--- src/rtl/awo_pkg.sv ---
package awo_pkg;
  localparam int DATA_W = 8;
  localparam int ADDR_W = 7;
  localparam int PHASES = 4;
  localparam logic [7:0] ZERO_BYTE  = 8'h00;
  localparam logic [6:0] ADDR_MAX   = 7'h7f;
  localparam int MSB_BIT   = 7;
  localparam int NIB_BIT   = 3;
  localparam logic DEST_W   = 1'b0;
  localparam logic DEST_F   = 1'b1;

  typedef enum logic [2:0] {
    OP_ADD_WF = 3'b001,
    OP_AND_WF = 3'b010,
    OP_ADD_LW = 3'b100
  } awo_op_type;

  typedef enum logic [3:0] {
    PH_DECODE  = 4'b0001,
    PH_READ    = 4'b0010,
    PH_PROCESS = 4'b0100,
    PH_WRITE   = 4'b1000
  } awo_phase_type;

  typedef struct packed {
    awo_op_type  op;
    logic [6:0]  file_addr;
    logic        dest;
    logic [7:0]  literal;
  } awo_instr_type;

  typedef struct packed {
    logic carry;
    logic digit_carry_flag;
    logic zero;
  } awo_flags_type;
endpackage

--- src/rtl/awo_alu.sv ---
`timescale 1ns/1ps
`default_nettype none
module awo_alu
  import awo_pkg::*;
(
  input  wire awo_pkg::awo_op_type op,
  input  wire logic [7:0]  a,
  input  wire logic [7:0]  b,
  output logic [7:0]       result,
  output logic             carry,
  output logic             digit_carry_flag
);
  import awo_pkg::*;

  logic [8:0] sum;
  logic [4:0] low_sum;
  always_comb begin
    sum     = {1'b0, a} + {1'b0, b};
    low_sum = {1'b0, a[NIB_BIT:0]} + {1'b0, b[NIB_BIT:0]};
    carry   = sum[MSB_BIT + 1];
    digit_carry_flag = low_sum[NIB_BIT + 1];
    if (op == OP_AND_WF) begin
      result = a & b;
    end else begin
      result = sum[MSB_BIT:0];
    end
  end
endmodule
`default_nettype wire

--- src/rtl/awo_core.sv ---
// Summary of operation
// - Add-working-to-file sums W and file register, writes destination, updates carry, digit carry, zero.
// - Destination bit 0 writes W, bit 1 writes back the addressed file register.
// - AND-working-with-file ANDs W with file register, updates only the zero flag.
// - File operand is a 7-bit address, 0 to 127, into the single file register array.
// - One cycle of four phases: decode, read, process, write.
// - Add-literal adds 8-bit immediate to W, result to W, updates carry, digit carry, zero.
`timescale 1ns/1ps
`default_nettype none
module awo_core
  import awo_pkg::*;
#(
  parameter int FILE_DEPTH = 128
) (
  input  wire logic                   clk,
  input  wire logic                   rst_n,
  input  wire awo_pkg::awo_instr_type instr,
  input  wire logic                   instr_valid,
  output logic                        instr_ready,
  output logic                        done,
  output logic [7:0]                  working,
  output awo_pkg::awo_flags_type      flags
);
  import awo_pkg::*;

  awo_phase_type phase;
  awo_instr_type cur;
  logic [7:0]    file_regs [FILE_DEPTH];
  logic [7:0]    operand;
  logic [7:0]    result;
  logic [7:0]    alu_result;
  logic          alu_carry;
  logic          alu_digit_carry;

  always_ff @(posedge clk) begin
    if (!rst_n) begin
      phase <= PH_DECODE;
    end else begin
      unique case (phase)
        PH_DECODE: begin
          if (instr_valid) begin
            phase <= PH_READ;
          end
        end
        PH_READ:    phase <= PH_PROCESS;
        PH_PROCESS: phase <= PH_WRITE;
        PH_WRITE:   phase <= PH_DECODE;
        default:    phase <= PH_DECODE;
      endcase
    end
  end

  always_ff @(posedge clk) begin
    if (!rst_n) begin
      instr_ready <= 1'b1;
      done        <= 1'b0;
    end else begin
      instr_ready <= (phase == PH_WRITE) || (phase == PH_DECODE && !instr_valid);
      done        <= (phase == PH_WRITE);
    end
  end

  always_ff @(posedge clk) begin
    if (!rst_n) begin
      cur <= '0;
    end else if (phase == PH_DECODE && instr_valid) begin
      cur <= instr;
    end
  end

  always_ff @(posedge clk) begin
    if (!rst_n) begin
      operand <= ZERO_BYTE;
    end else if (phase == PH_READ) begin
      operand <= (cur.op == OP_ADD_LW) ? cur.literal : file_regs[cur.file_addr];
    end
  end

  awo_alu u_alu (
    .op               (cur.op),
    .a                (working),
    .b                (operand),
    .result           (alu_result),
    .carry            (alu_carry),
    .digit_carry_flag (alu_digit_carry)
  );

  always_ff @(posedge clk) begin
    if (!rst_n) begin
      result <= ZERO_BYTE;
    end else if (phase == PH_PROCESS) begin
      result <= alu_result;
    end
  end

  always_ff @(posedge clk) begin
    if (!rst_n) begin
      working <= ZERO_BYTE;
    end else if (phase == PH_WRITE) begin
      if (cur.op == OP_ADD_LW || cur.dest == DEST_W) begin
        working <= result;
      end
    end
  end

  // Storage left unreset; software initialises file registers
  always_ff @(posedge clk) begin
    if (phase == PH_WRITE && cur.op != OP_ADD_LW && cur.dest == DEST_F) begin
      file_regs[cur.file_addr] <= result;
    end
  end

  logic carry_q;
  logic digit_carry_q;
  always_ff @(posedge clk) begin
    if (!rst_n) begin
      carry_q       <= 1'b0;
      digit_carry_q <= 1'b0;
    end else if (phase == PH_PROCESS) begin
      carry_q       <= alu_carry;
      digit_carry_q <= alu_digit_carry;
    end
  end

  always_ff @(posedge clk) begin
    if (!rst_n) begin
      flags <= '0;
    end else if (phase == PH_WRITE) begin
      flags.zero <= (result == ZERO_BYTE);
      if (cur.op != OP_AND_WF) begin
        flags.carry            <= carry_q;
        flags.digit_carry_flag <= digit_carry_q;
      end
    end
  end

  logic [7:0] w_at_read;
  logic [7:0] op_at_read;
  always_ff @(posedge clk) begin
    if (!rst_n) begin
      w_at_read  <= ZERO_BYTE;
      op_at_read <= ZERO_BYTE;
    end else if (phase == PH_PROCESS) begin
      w_at_read  <= working;
      op_at_read <= operand;
    end
  end

  chk_phase_order: assert property (@(posedge clk) disable iff (!rst_n)
    (phase == PH_READ) |=> (phase == PH_PROCESS) ##1 (phase == PH_WRITE) ##1 (phase == PH_DECODE))
    else $error("phase order broken");
  chk_done_after: assert property (@(posedge clk) disable iff (!rst_n)
    (phase == PH_WRITE) |=> done) else $error("done missing");
  chk_add_to_w: assert property (@(posedge clk) disable iff (!rst_n)
    (phase == PH_WRITE && cur.op == OP_ADD_WF && cur.dest == DEST_W)
    |=> working == 8'(w_at_read + op_at_read)) else $error("add result wrong");
  chk_and_to_w: assert property (@(posedge clk) disable iff (!rst_n)
    (phase == PH_WRITE && cur.op == OP_AND_WF && cur.dest == DEST_W)
    |=> working == (w_at_read & op_at_read)) else $error("and result wrong");
  chk_dest_file: assert property (@(posedge clk) disable iff (!rst_n)
    (phase == PH_WRITE && cur.op != OP_ADD_LW && cur.dest == DEST_F)
    |=> $stable(working)) else $error("W changed on file dest");
  chk_and_flags: assert property (@(posedge clk) disable iff (!rst_n)
    (phase == PH_WRITE && cur.op == OP_AND_WF)
    |=> $stable(flags.carry) && $stable(flags.digit_carry_flag))
    else $error("and touched carry");
  chk_zero_flag: assert property (@(posedge clk) disable iff (!rst_n)
    (phase == PH_WRITE) |=> flags.zero == ($past(result) == ZERO_BYTE))
    else $error("zero flag wrong");
  chk_carry_flag: assert property (@(posedge clk) disable iff (!rst_n)
    (phase == PH_WRITE && cur.op != OP_AND_WF)
    |=> flags.carry == ((9'(w_at_read) + 9'(op_at_read)) > 9'h0ff))
    else $error("carry flag wrong");
  chk_digit_flag: assert property (@(posedge clk) disable iff (!rst_n)
    (phase == PH_WRITE && cur.op != OP_AND_WF)
    |=> flags.digit_carry_flag ==
        ((5'(w_at_read[NIB_BIT:0]) + 5'(op_at_read[NIB_BIT:0])) > 5'h0f))
    else $error("digit carry flag wrong");
  chk_literal_w: assert property (@(posedge clk) disable iff (!rst_n)
    (phase == PH_WRITE && cur.op == OP_ADD_LW)
    |=> working == 8'(w_at_read + op_at_read)) else $error("literal add wrong");
endmodule
`default_nettype wire

--- config.mk ---
export PLATFORM = sky130hd
export DESIGN_NAME = awo_core
export DESIGN_NICKNAME = d
export VERILOG_FILES = /design/src/rtl/awo_pkg.sv /design/src/rtl/awo_alu.sv /design/src/rtl/awo_core.sv
export SDC_FILE = /design/constraint.sdc
export NUM_CORES = 1
export LEC_CHECK = 0
export BUFFER_PORTS_ARGS = -buffer_cell sky130_fd_sc_hd__buf_2
export CAP_MARGIN = 0
export CORE_ASPECT_RATIO = 1.4
export CORE_UTILIZATION = 44
export DETAILED_ROUTE_END_ITERATION = 10
export GPL_TIMING_DRIVEN = 0
export PLACE_DENSITY = 0.64
export SKIP_CTS_REPAIR_TIMING = 1
export SYNTH_ARGS = -nofsm -noshare
export SYNTH_HDL_FRONTEND = slang
export SYNTH_SLANG_ARGS = --single-unit
--- constraint.sdc ---
create_clock -name clk -period 4.28 [get_ports clk]
set_clock_uncertainty 0.15 [all_clocks]
set_input_delay 0.856 -clock clk [delete_from_list [all_inputs] [get_ports clk]]
set_output_delay 0.856 -clock clk [all_outputs]
set_load 0.01 [all_outputs]
* Yosys cells after proc, flatten, opt, wreduce, memory -nomap -nowiden
Memory sizes are Yosys's and may differ from the RTL's. A register that Yosys moved wholly into a read port is not among the register bits.
Cells that the tools add are included.
** Word-level totals
- Register bits :: 54
- Memory bits (writable) :: 1024
- Input port bits :: 22
- Output and inout port bits :: 13
- Logic and storage cells :: 47
- Memories :: 1
** Memory list
- file_regs :: words 128, width 8, rd ports 1, clocked after Yosys merged registers in 1, wr ports 1, RTL line awo_core.sv:28 : logic [7:0] file_regs [FILE_DEPTH];
** Operators by class
- Add/subtract/negate cells :: 2
- Eq/ne operators :: 9
- Mux-type cells :: 8
- Bitwise gates (word level) :: 2
- Reduce and logical (&&, ||, !) cells :: 10
** Operators with widths (count)
- $mux W8 :: 2
- $mux W7 :: 2
- $pmux W4 S3 :: 1
- $add A8 B8 Y9 :: 1
- $and A8 B8 Y8 :: 1
- $logic_not A8 Y1 :: 1
- $add A4 B4 Y5 :: 1
- $eq A4 B1 Y1 const B :: 1
- $eq A4 B2 Y1 const B :: 1
- $eq A4 B3 Y1 const B :: 1
- $eq A4 B4 Y1 const B :: 1
- $logic_and A1 B1 Y1 :: 4
- $mux W4 :: 1
- $reduce_and A2 Y1 :: 2
- $eq A3 B2 Y1 const B :: 1
- $eq A3 B3 Y1 const B :: 1
- $ne A3 B2 Y1 const B :: 1
- $ne A3 B3 Y1 const B :: 1
- $logic_or A1 B1 Y1 :: 2
- $mux W1 :: 2
- $ne A2 B2 Y1 const B :: 1
- $logic_not A1 Y1 :: 1
- $not A1 Y1 :: 1

* Longest topological paths before layout
Gate-level depths: netlist (run 1).
- Depth in word-level cells :: 5
- Depth in mapped cells :: 10
- Mapped depth without buffers :: 8

* Cells and area by module
Synthesis (run 1) repeated with hierarchy kept, for this count alone.
** Second synthesis, totals
- Cells, all modules :: 2397
- Area total of the unflattened synthesis :: 43321.5 µm²
** Modules (own cells, without submodules)
- awo_core :: times used 1, cells each 2330, area an instance 42818.6 µm², sequential area each 31970.7 µm²
- awo_alu :: times used 1, cells each 67, area an instance 503.0 µm², sequential area each 0.0 µm²

* Least setup slack after synthesis (run 1)
OpenSTA, ideal clock, no wires.
- Kind :: register to register
- Start :: register phase[3]
- End :: memory file_regs[110][0] (enable)
- Library setup time :: 0.370 ns
- Data arrival time :: 2.179 ns
- Required time :: 3.760 ns
- Slack :: 1.581 ns
- Cell stages (with the launch flop) :: 9
- Buffers on the path :: 2
- Period minus slack after synthesis :: 2.699 ns
- Path through :: dfxtp_1 buf_2 inv_1 nor4_2 nand3_1 nor2_1 nand3_1 clkbuf_1 nor2_1
** Between the ends
- Word-level cells in the longest chain between the ends :: 5
** RTL lines
- start: declaration :: RTL line awo_core.sv:26 : awo_phase_type phase;
- start signal: assignment :: RTL line awo_core.sv:37 : phase <= PH_DECODE;
- start signal: assignment :: RTL line awo_core.sv:42 : phase <= PH_READ;
- start signal: assignment :: RTL line awo_core.sv:45 : PH_READ: phase <= PH_PROCESS;
- $eq A4 B4 Y1 :: RTL line awo_core.sv:108 : if (phase == PH_WRITE && cur.op != OP_ADD_LW && cur.dest == DEST_F) begin
- $logic_and A1 B1 Y1 (2 in a row) :: RTL line awo_core.sv:108
- $mux W1 :: RTL line awo_core.sv:108
- $mux W1 (not written as such) :: RTL line awo_core.sv:109 : file_regs[cur.file_addr] <= result;
- end: declaration :: RTL line awo_core.sv:28
Every way passes these cells.

* Worst setup path after layout (run 1)
- Start :: register phase[3]
- End :: memory file_regs[92][3] (enable)
The elaborated chain is that of the path after synthesis.

==> results of run 1 <==
[state kept, by name, summed over array words and instances (netlist names), named ones only]
register / count
working: 8
done: 1
file_regs: 1024
digit_carry_q: 1
carry_q: 1
result: 8
cur: 19
instr_ready: 1
operand: 8
phase: 4
flags: 3
[per-layer routing]
| metal | share of wire | vias to the layer above | global-route usage |
|---|---|---|---|
| met4 | 0.066 | 0 | 0.156 |
| met5 | 0 | - | 0 |
| li1 | - | 9099 | - |
| met1 | 0.34 | 11900 | 0.293 |
| met2 | 0.52 | 1191 | 0.451 |
| met3 | 0.072 | 324 | 0.0439 |
[power by group through the flow]
stage               Sequential (mW)  Combinational, mW  Clock [mW]
finish                         11.5               1.23        9.37
global placement               11.7               1.20           0
CTS                            11.5               1.22        9.42
floorplan                      11.7              0.706           0
global route                   11.5               1.26        9.78
detailed placement             11.7               1.21           0
[kinds of logic after synthesis]
kind of cell	count (synthesis)	share of synthesized area
compound gates	197	0.0310
xor+xnor	4	0.000826
fa+ha+maj	9	0.00283
buf+inv	127	0.0149
flops	1085	0.753
mux	357	0.158
simple gates	368	0.0392
[metrics by stage]
stage / hold slack, ns / cell area [µm²] / utilization / TNS [ns]
floorplan: 0.286 / 42400 / - / 0
global placement: 0.307 / 44100 / 0.463 / -323.86
detailed placement: 0.305 / 44400 / 0.465 / -120.18
CTS: 0.216 / 47800 / 0.501 / -129.21
global route: 0.260 / 48000 / 0.503 / -3.75
finish: 0.254 / 48000 / 0.503 / -1.96
[cell usage after synthesis (10+ instances only)]
library cell,number,area (µm²)
sky130_fd_sc_hd__edfxtp_1,1024,30700
sky130_fd_sc_hd__mux4_2,246,5540
sky130_fd_sc_hd__nor2_1,169,634
sky130_fd_sc_hd__nand2_1,89,334
sky130_fd_sc_hd__mux2i_1,74,741
sky130_fd_sc_hd__dfxtp_1,61,1220
sky130_fd_sc_hd__a21oi_1,51,255
sky130_fd_sc_hd__clkbuf_1,50,188
sky130_fd_sc_hd__mux2_2,37,417
sky130_fd_sc_hd__buf_2,36,180
sky130_fd_sc_hd__o22ai_1,31,194
sky130_fd_sc_hd__o21ai_0,26,130
sky130_fd_sc_hd__buf_4,22,165
sky130_fd_sc_hd__nand3_1,22,110
sky130_fd_sc_hd__nor2b_1,20,125
sky130_fd_sc_hd__a211oi_1,17,128
sky130_fd_sc_hd__nor3_1,12,60.1
sky130_fd_sc_hd__a31oi_1,10,62.6
sky130_fd_sc_hd__nand3b_1,10,75.1
[placed cells by master (no fill, tap or decap), types with 10 or more instances in the layout]
master,count
sky130_fd_sc_hd__nor2b_1,20
sky130_fd_sc_hd__o22ai_1,31
sky130_fd_sc_hd__buf_2,69
sky130_fd_sc_hd__a211oi_1,17
sky130_fd_sc_hd__nor2_2,63
sky130_fd_sc_hd__buf_4,23
sky130_fd_sc_hd__bufinv_16,16
sky130_fd_sc_hd__nand3_1,22
sky130_fd_sc_hd__clkbuf_1,54
sky130_fd_sc_hd__clkinv_1,16
sky130_fd_sc_hd__nand3b_1,10
sky130_fd_sc_hd__nor2_1,101
sky130_fd_sc_hd__mux2i_1,74
sky130_fd_sc_hd__nor3_1,12
sky130_fd_sc_hd__o21ai_0,26
sky130_fd_sc_hd__edfxtp_1,1024
sky130_fd_sc_hd__dfxtp_1,53
sky130_fd_sc_hd__a31oi_1,10
sky130_fd_sc_hd__nand2_1,89
sky130_fd_sc_hd__clkbuf_16,103
sky130_fd_sc_hd__a21oi_1,51
sky130_fd_sc_hd__clkinv_2,18
sky130_fd_sc_hd__mux2_2,37
sky130_fd_sc_hd__mux4_2,246
[worst min path at each step]
stage / to / cells past startpoint / slack (ns) / start
2_1_floorplan: cur[0]$_SDFFE_PN0N_ / 2 / 0.29 / cur[0]$_SDFFE_PN0N_
4_1_cts: cur[17]$_SDFFE_PN0N_ / 3 / 0.22 / instr[17]
5_1_grt: cur[18]$_SDFFE_PN0N_ / 3 / 0.26 / instr[18]
6_report: cur[18]$_SDFFE_PN0N_ / 3 / 0.25 / instr[18]
3_5_place_dp: cur[2]$_SDFFE_PN0N_ / 2 / 0.31 / cur[2]$_SDFFE_PN0N_
3_3_place_gp: cur[2]$_SDFFE_PN0N_ / 2 / 0.31 / cur[2]$_SDFFE_PN0N_
[cell type report]
class                      count  area, µm²  area share
multi-input combinational    935      10000       0.209
tap                         1224       1530      0.0319
inverter                       6       22.5    0.000469
antenna                        1       2.50   0.0000521
clock inverter                65        756      0.0157
buffer                       120        622      0.0130
timing repair buffer          42        393     0.00818
sequential                  1085      32000       0.667
clock buffer                 115       2640      0.0550
[critical path: cells and delay by family (launching register included)]
kind | cells | cell delay (ns)
buffers and inverters | 3 | 1.00
and+or+nand+nor | 5 | 2.57
DFF | 1 | 0.30
==> run summary, run 1 <==
WORST SETUP PATH
--------------------------------------------------------------------------------
Worst setup EP type                                                         flop
End of the worst register-to-register path                          file_regs[92][3]$_DFFE_PP_
Source of the critical timing path                                  phase[3]$_SDFFE_PN0N_
Signal arrival time at the worst endpoint                                4.57 ns
Reg2Reg Launch Point                                                phase[3]$_SDFFE_PN0N_
Highest fanout seen on the critical path                                      10
Critical Path Slowest Stage Cell                                    sky130_fd_sc_hd__nor2_1
Critical path's most frequent cell                                  sky130_fd_sc_hd__nor2_1
Number of cells traversed by the worst register-to-register path               8
Worst-path cell chain                                               buf_2, inv_1, nor4_4, nand3_1, nor2_1, nand3b_1, clkbuf_1, nor2_1
Crit path largest cell delay                                             0.80 ns
R2R setup slack                                                         -0.11 ns
Required time of the critical path                                       4.46 ns
Crit path to                                                        file_regs[92][3]$_DFFE_PP_
Startpoint kind of the worst setup timing path                              flop
Critical Setup Path Class                                                reg2reg

FINAL LAYOUT
--------------------------------------------------------------------------------
Area growth syn-to-layout                                                  13.1%
Final standard cell count with taps included and fillers excluded           3593
Layout cells sized above 1                                                 0.269
Layout Nets                                                                 2319
Fill cell instance count of the final layout                                7551

PLACED DESIGN
--------------------------------------------------------------------------------
Worst setup slack before clock tree synthesis                          -0.399 ns
Routability cong.                                                           1.00
Detail Placement HPWL                                                   84500 µm
# port buffers                                                                33
Placed cells                                                                3412

SYNTH
--------------------------------------------------------------------------------
Netlist cell types                                                            59
Number of instances in the synthesized netlist                              2147
Sequential-to-total area share from yosys stat                             0.753
Average instance area after synthesis                                   19.8 µm²
Synthesized netlist net count                                               2178
Yosys warns                                                                    0
Top_reg_cell synth                                                  sky130_fd_sc_hd__edfxtp_1
EDFF count, synth                                                           1024
Post-synth ARST share                                                          0
Number of storage elements in the synthesis netlist                         1085
Post-Syn Area                                                          42400 µm²

CLOCK NETWORK
--------------------------------------------------------------------------------
Clock Pin Slew Worst Setup and Hold Paths                                0.06 ns
Worst-Skew Late Latency                                                  0.70 ns
CTS tree                                                                     yes
Clock sink count                                                            1085
Num CTS Buffers                                                               98
Root buffer selected by CTS                                         sky130_fd_sc_hd__clkbuf_16
H-Tree Level Count                                                             3
Buffer levels on the longest clock path                                        3

RUN STATUS
--------------------------------------------------------------------------------
Violations in the final reports                                     max-capacitance violations, max-slew violations, negative setup slack
Result of the run                                                   complete, but fails checks

GLOBAL ROUTING
--------------------------------------------------------------------------------
Maximum number of pins on one net before global-route repair                  91
Congestion Overflow GR                                                         0
GRT Resource Usage Total                                                   0.257
Via count of the first global-routing pass                                 22.8k
Global-route wire length before repair                                 173000 µm
Antenna violations before repair                                               2

FLOW RUN
--------------------------------------------------------------------------------
Max-capacitance violation count                                                1

PWR
--------------------------------------------------------------------------------
Power share of the sequential group                                        0.520
Switching pwr                                                            4.83 mW
Pint                                                                     17.3 mW
Worst voltage drop across the vdd grid                                  0.340 mV
Combinational fraction of design power                                     0.056
Post-route total power                                                   22.1 mW
Part of the power in the clock network                                     0.424
Switching share of total power                                             0.218
Pwr per Cell Area                                                     460 nW/µm²
Leakage power total                                                      14.0 nW

DETAILED ROUTING
--------------------------------------------------------------------------------
DRC violation total after the first TritonRoute iteration                   2661
Total vias in the final route                                              22.5k
Pre-Repair DR Iteration Count                                                  6
Average wire length per cell after detail routing                        34.6 µm
Sum of routed wire length over all layers                              124000 µm
# DRC                                                                          0
Antenna Violating Nets Remaining                                               0
Via/cell ratio                                                              6.25

TIMING
--------------------------------------------------------------------------------
Max_slew headroom                                                        -0.0104
Setup repair after global routing missed its margin                          yes
Highest achievable clock rate                                          0.228 GHz
Fin crit share                                                              1.03
Minimum clock period after layout                                        4.39 ns
Final critical-path setup slack                                        -0.107 ns
Final count of negative-setup-slack endpoints                                 28
Final hold violations                                                          0
Final Max Tran Viols                                                          11
Transition time of the tightest slew-check pin                           1.52 ns

DIE
--------------------------------------------------------------------------------
Standard-cell row count                                                      134
Total die area                                                         97700 µm²
Total I/O pin count                                                           35
Starting density of the core                                               0.445
Horizontal die dimension                                                  264 µm
Placeable core region                                                  95400 µm²
Vertical die dimension                                                    369 µm

MIN PATH
--------------------------------------------------------------------------------
Worst Hold Class                                                          in2reg

Power figures use the tool's default switching activity.
==> inputs of run 2 (changes only) <==
Settings changed: CAP_MARGIN 0 to default, RECOVER_POWER from default to 25.
==> run 2 against run 1 <==
Effect of this change:
- the flow still finishes with violations (max-capacitance violations, max-slew violations, negative setup slack)
- sequential share of layout area grew 0.078 points
- flip-flop and latch count unchanged
- cell area shrank 0.19%
- cell count unchanged
- die area did not move
- via count is 0.23% lower
- global-route usage unchanged
- power about the same
- non-clock buffer count unchanged
- clock-buffer cell count is the same
- largest cell class unchanged
- highest routed layer unchanged
==> run summary, run 2 (synthesis results as in run 1) <==
DIE
-------------------------------------------------------------------------------
Total die area                                                        97700 µm²
Standard-cell row count                                                     134
Vertical die dimension                                                   369 µm
Total I/O pin count                                                          35
Placeable core region                                                 95400 µm²
Horizontal die dimension                                                 264 µm
Starting density of the core                                              0.445

WORST SETUP PATH
-------------------------------------------------------------------------------
End of the worst register-to-register path                         file_regs[36][0]$_DFFE_PP_
Critical Setup Path Class                                               reg2reg
Required time of the critical path                                      4.45 ns
Highest fanout seen on the critical path                                     10
Number of cells traversed by the worst register-to-register path              8
Reg2Reg Launch Point                                               phase[3]$_SDFFE_PN0N_
Worst setup EP type                                                        flop
Startpoint kind of the worst setup timing path                             flop
R2R setup slack                                                        -0.08 ns
Signal arrival time at the worst endpoint                               4.52 ns

TIMING
-------------------------------------------------------------------------------
Setup repair after global routing missed its margin                         yes
Highest achievable clock rate                                         0.230 GHz
Final hold violations                                                         0
Transition time of the tightest slew-check pin                          2.61 ns
Max_slew headroom                                                        -0.743
Worst-case hold slack                                                  0.248 ns
Fin crit share                                                             1.02
Final critical-path setup slack                                      -0.0754 ns
Final Max Tran Viols                                                        602
Minimum clock period after layout                                       4.36 ns
Setup Total Neg Slack                                                  -1.00 ns
Final count of negative-setup-slack endpoints                                16

DETAILED ROUTING
-------------------------------------------------------------------------------
Pre-Repair DR Iteration Count                                                 8
Total vias in the final route                                             22.4k
DRC violation total after the first TritonRoute iteration                  2636
Average wire length per cell after detail routing                       34.6 µm
Antenna Violating Nets Remaining                                              0
Sum of routed wire length over all layers                             124000 µm
Via/cell ratio                                                             6.24
# DRC                                                                         0

MIN PATH
-------------------------------------------------------------------------------
End point of the worst hold path                                   cur[18]$_SDFFE_PN0N_
Min-Delay Path Depth                                                          3
Min-Delay Startpoint                                                  instr[18]
Worst Hold Class                                                         in2reg

FINAL LAYOUT
-------------------------------------------------------------------------------
Commonest non-fill, non-tap cells in the layout                    sky130_fd_sc_hd__edfxtp_1 (1024), sky130_fd_sc_hd__mux4_2 (246), sky130_fd_sc_hd__clkbuf_16 (103)
Most common cell after layout, fill and taps aside                 sky130_fd_sc_hd__edfxtp_1
Register name with the most flops                                     file_regs
Layout Nets                                                                2319
Max reg flops                                                              1024
Biggest regs                                                       file_regs (1024), cur (19)
Area growth syn-to-layout                                                 12.9%
Layout cells sized above 1                                                0.266
Final instance area                                                   47900 µm²

PWR
-------------------------------------------------------------------------------
Worst voltage drop across the vdd grid                                 0.338 mV
Pwr per Cell Area                                                    461 nW/µm²
Leakage power total                                                     14.0 nW
Post-route total power                                                  22.1 mW

GLOBAL ROUTING
-------------------------------------------------------------------------------
Via count of the first global-routing pass                                22.8k
Congestion Overflow GR                                                        0
Maximum number of pins on one net before global-route repair                 91
Antenna violations before repair                                              2
Global-route wire length before repair                                173000 µm
GRT Resource Usage Total                                                  0.257

CLOCK NETWORK
-------------------------------------------------------------------------------
Root buffer selected by CTS                                        sky130_fd_sc_hd__clkbuf_16
Buffer levels on the longest clock path                                       3
Clock Pin Slew Worst Setup and Hold Paths                               0.07 ns
H-Tree Level Count                                                            3
Worst-Skew Late Latency                                                 0.70 ns
Num CTS Buffers                                                              98
CTS tree                                                                    yes
Clock sink count                                                           1085

RUN STATUS
-------------------------------------------------------------------------------
Result of the run                                                  complete, but fails checks
Violations in the final reports                                    max-capacitance violations, max-slew violations, negative setup slack

PLACED DESIGN
-------------------------------------------------------------------------------
Detail Placement HPWL                                                  84500 µm
Placed Area                                                           44400 µm²
Worst setup slack before clock tree synthesis                         -0.399 ns
Routability cong.                                                          1.00
# port buffers                                                               33

FLOW RUN
-------------------------------------------------------------------------------
Max-capacitance violation count                                              10

[run 2: how the worst max path moves through the flow]
| stage | start | to | slack (ns) | cells after the start |
|---|---|---|---|---|
| 6_report | phase[3]$_SDFFE_PN0N_ | file_regs[36][0]$_DFFE_PP_ | -0.08 | 8 |
| 5_1_grt | phase[3]$_SDFFE_PN0N_ | file_regs[36][1]$_DFFE_PP_ | -0.16 | 8 |
| 4_1_cts | phase[3]$_SDFFE_PN0N_ | file_regs[102][3]$_DFFE_PP_ | -0.41 | 8 |
| 3_5_place_dp | phase[3]$_SDFFE_PN0N_ | file_regs[102][0]$_DFFE_PP_ | -0.40 | 8 |
| 3_3_place_gp | result[0]$_SDFFE_PN0P_ | file_regs[32][0]$_DFFE_PP_ | -0.55 | 0 |
| 2_1_floorplan | phase[3]$_SDFFE_PN0N_ | file_regs[110][0]$_DFFE_PP_ | 1.58 | 8 |
[run 2: area by class of cell]
type                            count  area [µm²]
Clock buffer                      115        2640
Fill cell                        7567       47500
Timing Repair Buffer               42         325
Inverter                            6        22.5
Clock inverter                     65         756
Sequential cell                  1085       32000
Buffer                            120         622
Multi-Input combinational cell    935       10000
Tap cell                         1224        1530
Antenna cell                        1        2.50
[run 2: power by group]
| group | leakage [nW] | internal (mW) | switching (mW) |
|---|---|---|---|
| registers | 9.40 | 11.5 | 0.0452 |
| clock network | 1.65 | 5.39 | 3.98 |
| logic | 2.97 | 0.431 | 0.802 |
[run 2: critical path: stages (launching register included)]
cell and delay, ns:
sky130_fd_sc_hd__dfxtp_1 0.30, sky130_fd_sc_hd__buf_2 0.19, sky130_fd_sc_hd__inv_1 0.11, sky130_fd_sc_hd__nor4_4 0.61, sky130_fd_sc_hd__nand3_1 0.14, sky130_fd_sc_hd__nor2_1 0.44, sky130_fd_sc_hd__nand3b_1 0.56, sky130_fd_sc_hd__clkbuf_1 0.68
sky130_fd_sc_hd__nor2_1 0.79
[run 2: through the flow]
| stage | util | std cells |
|---|---|---|
| after floorplan | - | 2147 |
| after global placement | 0.463 | 3404 |
| after detailed placement | 0.465 | 3412 |
| after CTS | 0.501 | 3592 |
| after global routing | 0.502 | 3592 |
| final | 0.502 | 3593 |
[run 2: metal layers]
layer,share of wire,GRT usage
met1,0.34,0.293
met2,0.52,0.451
met3,0.073,0.0439
met4,0.066,0.156
met5,0,0
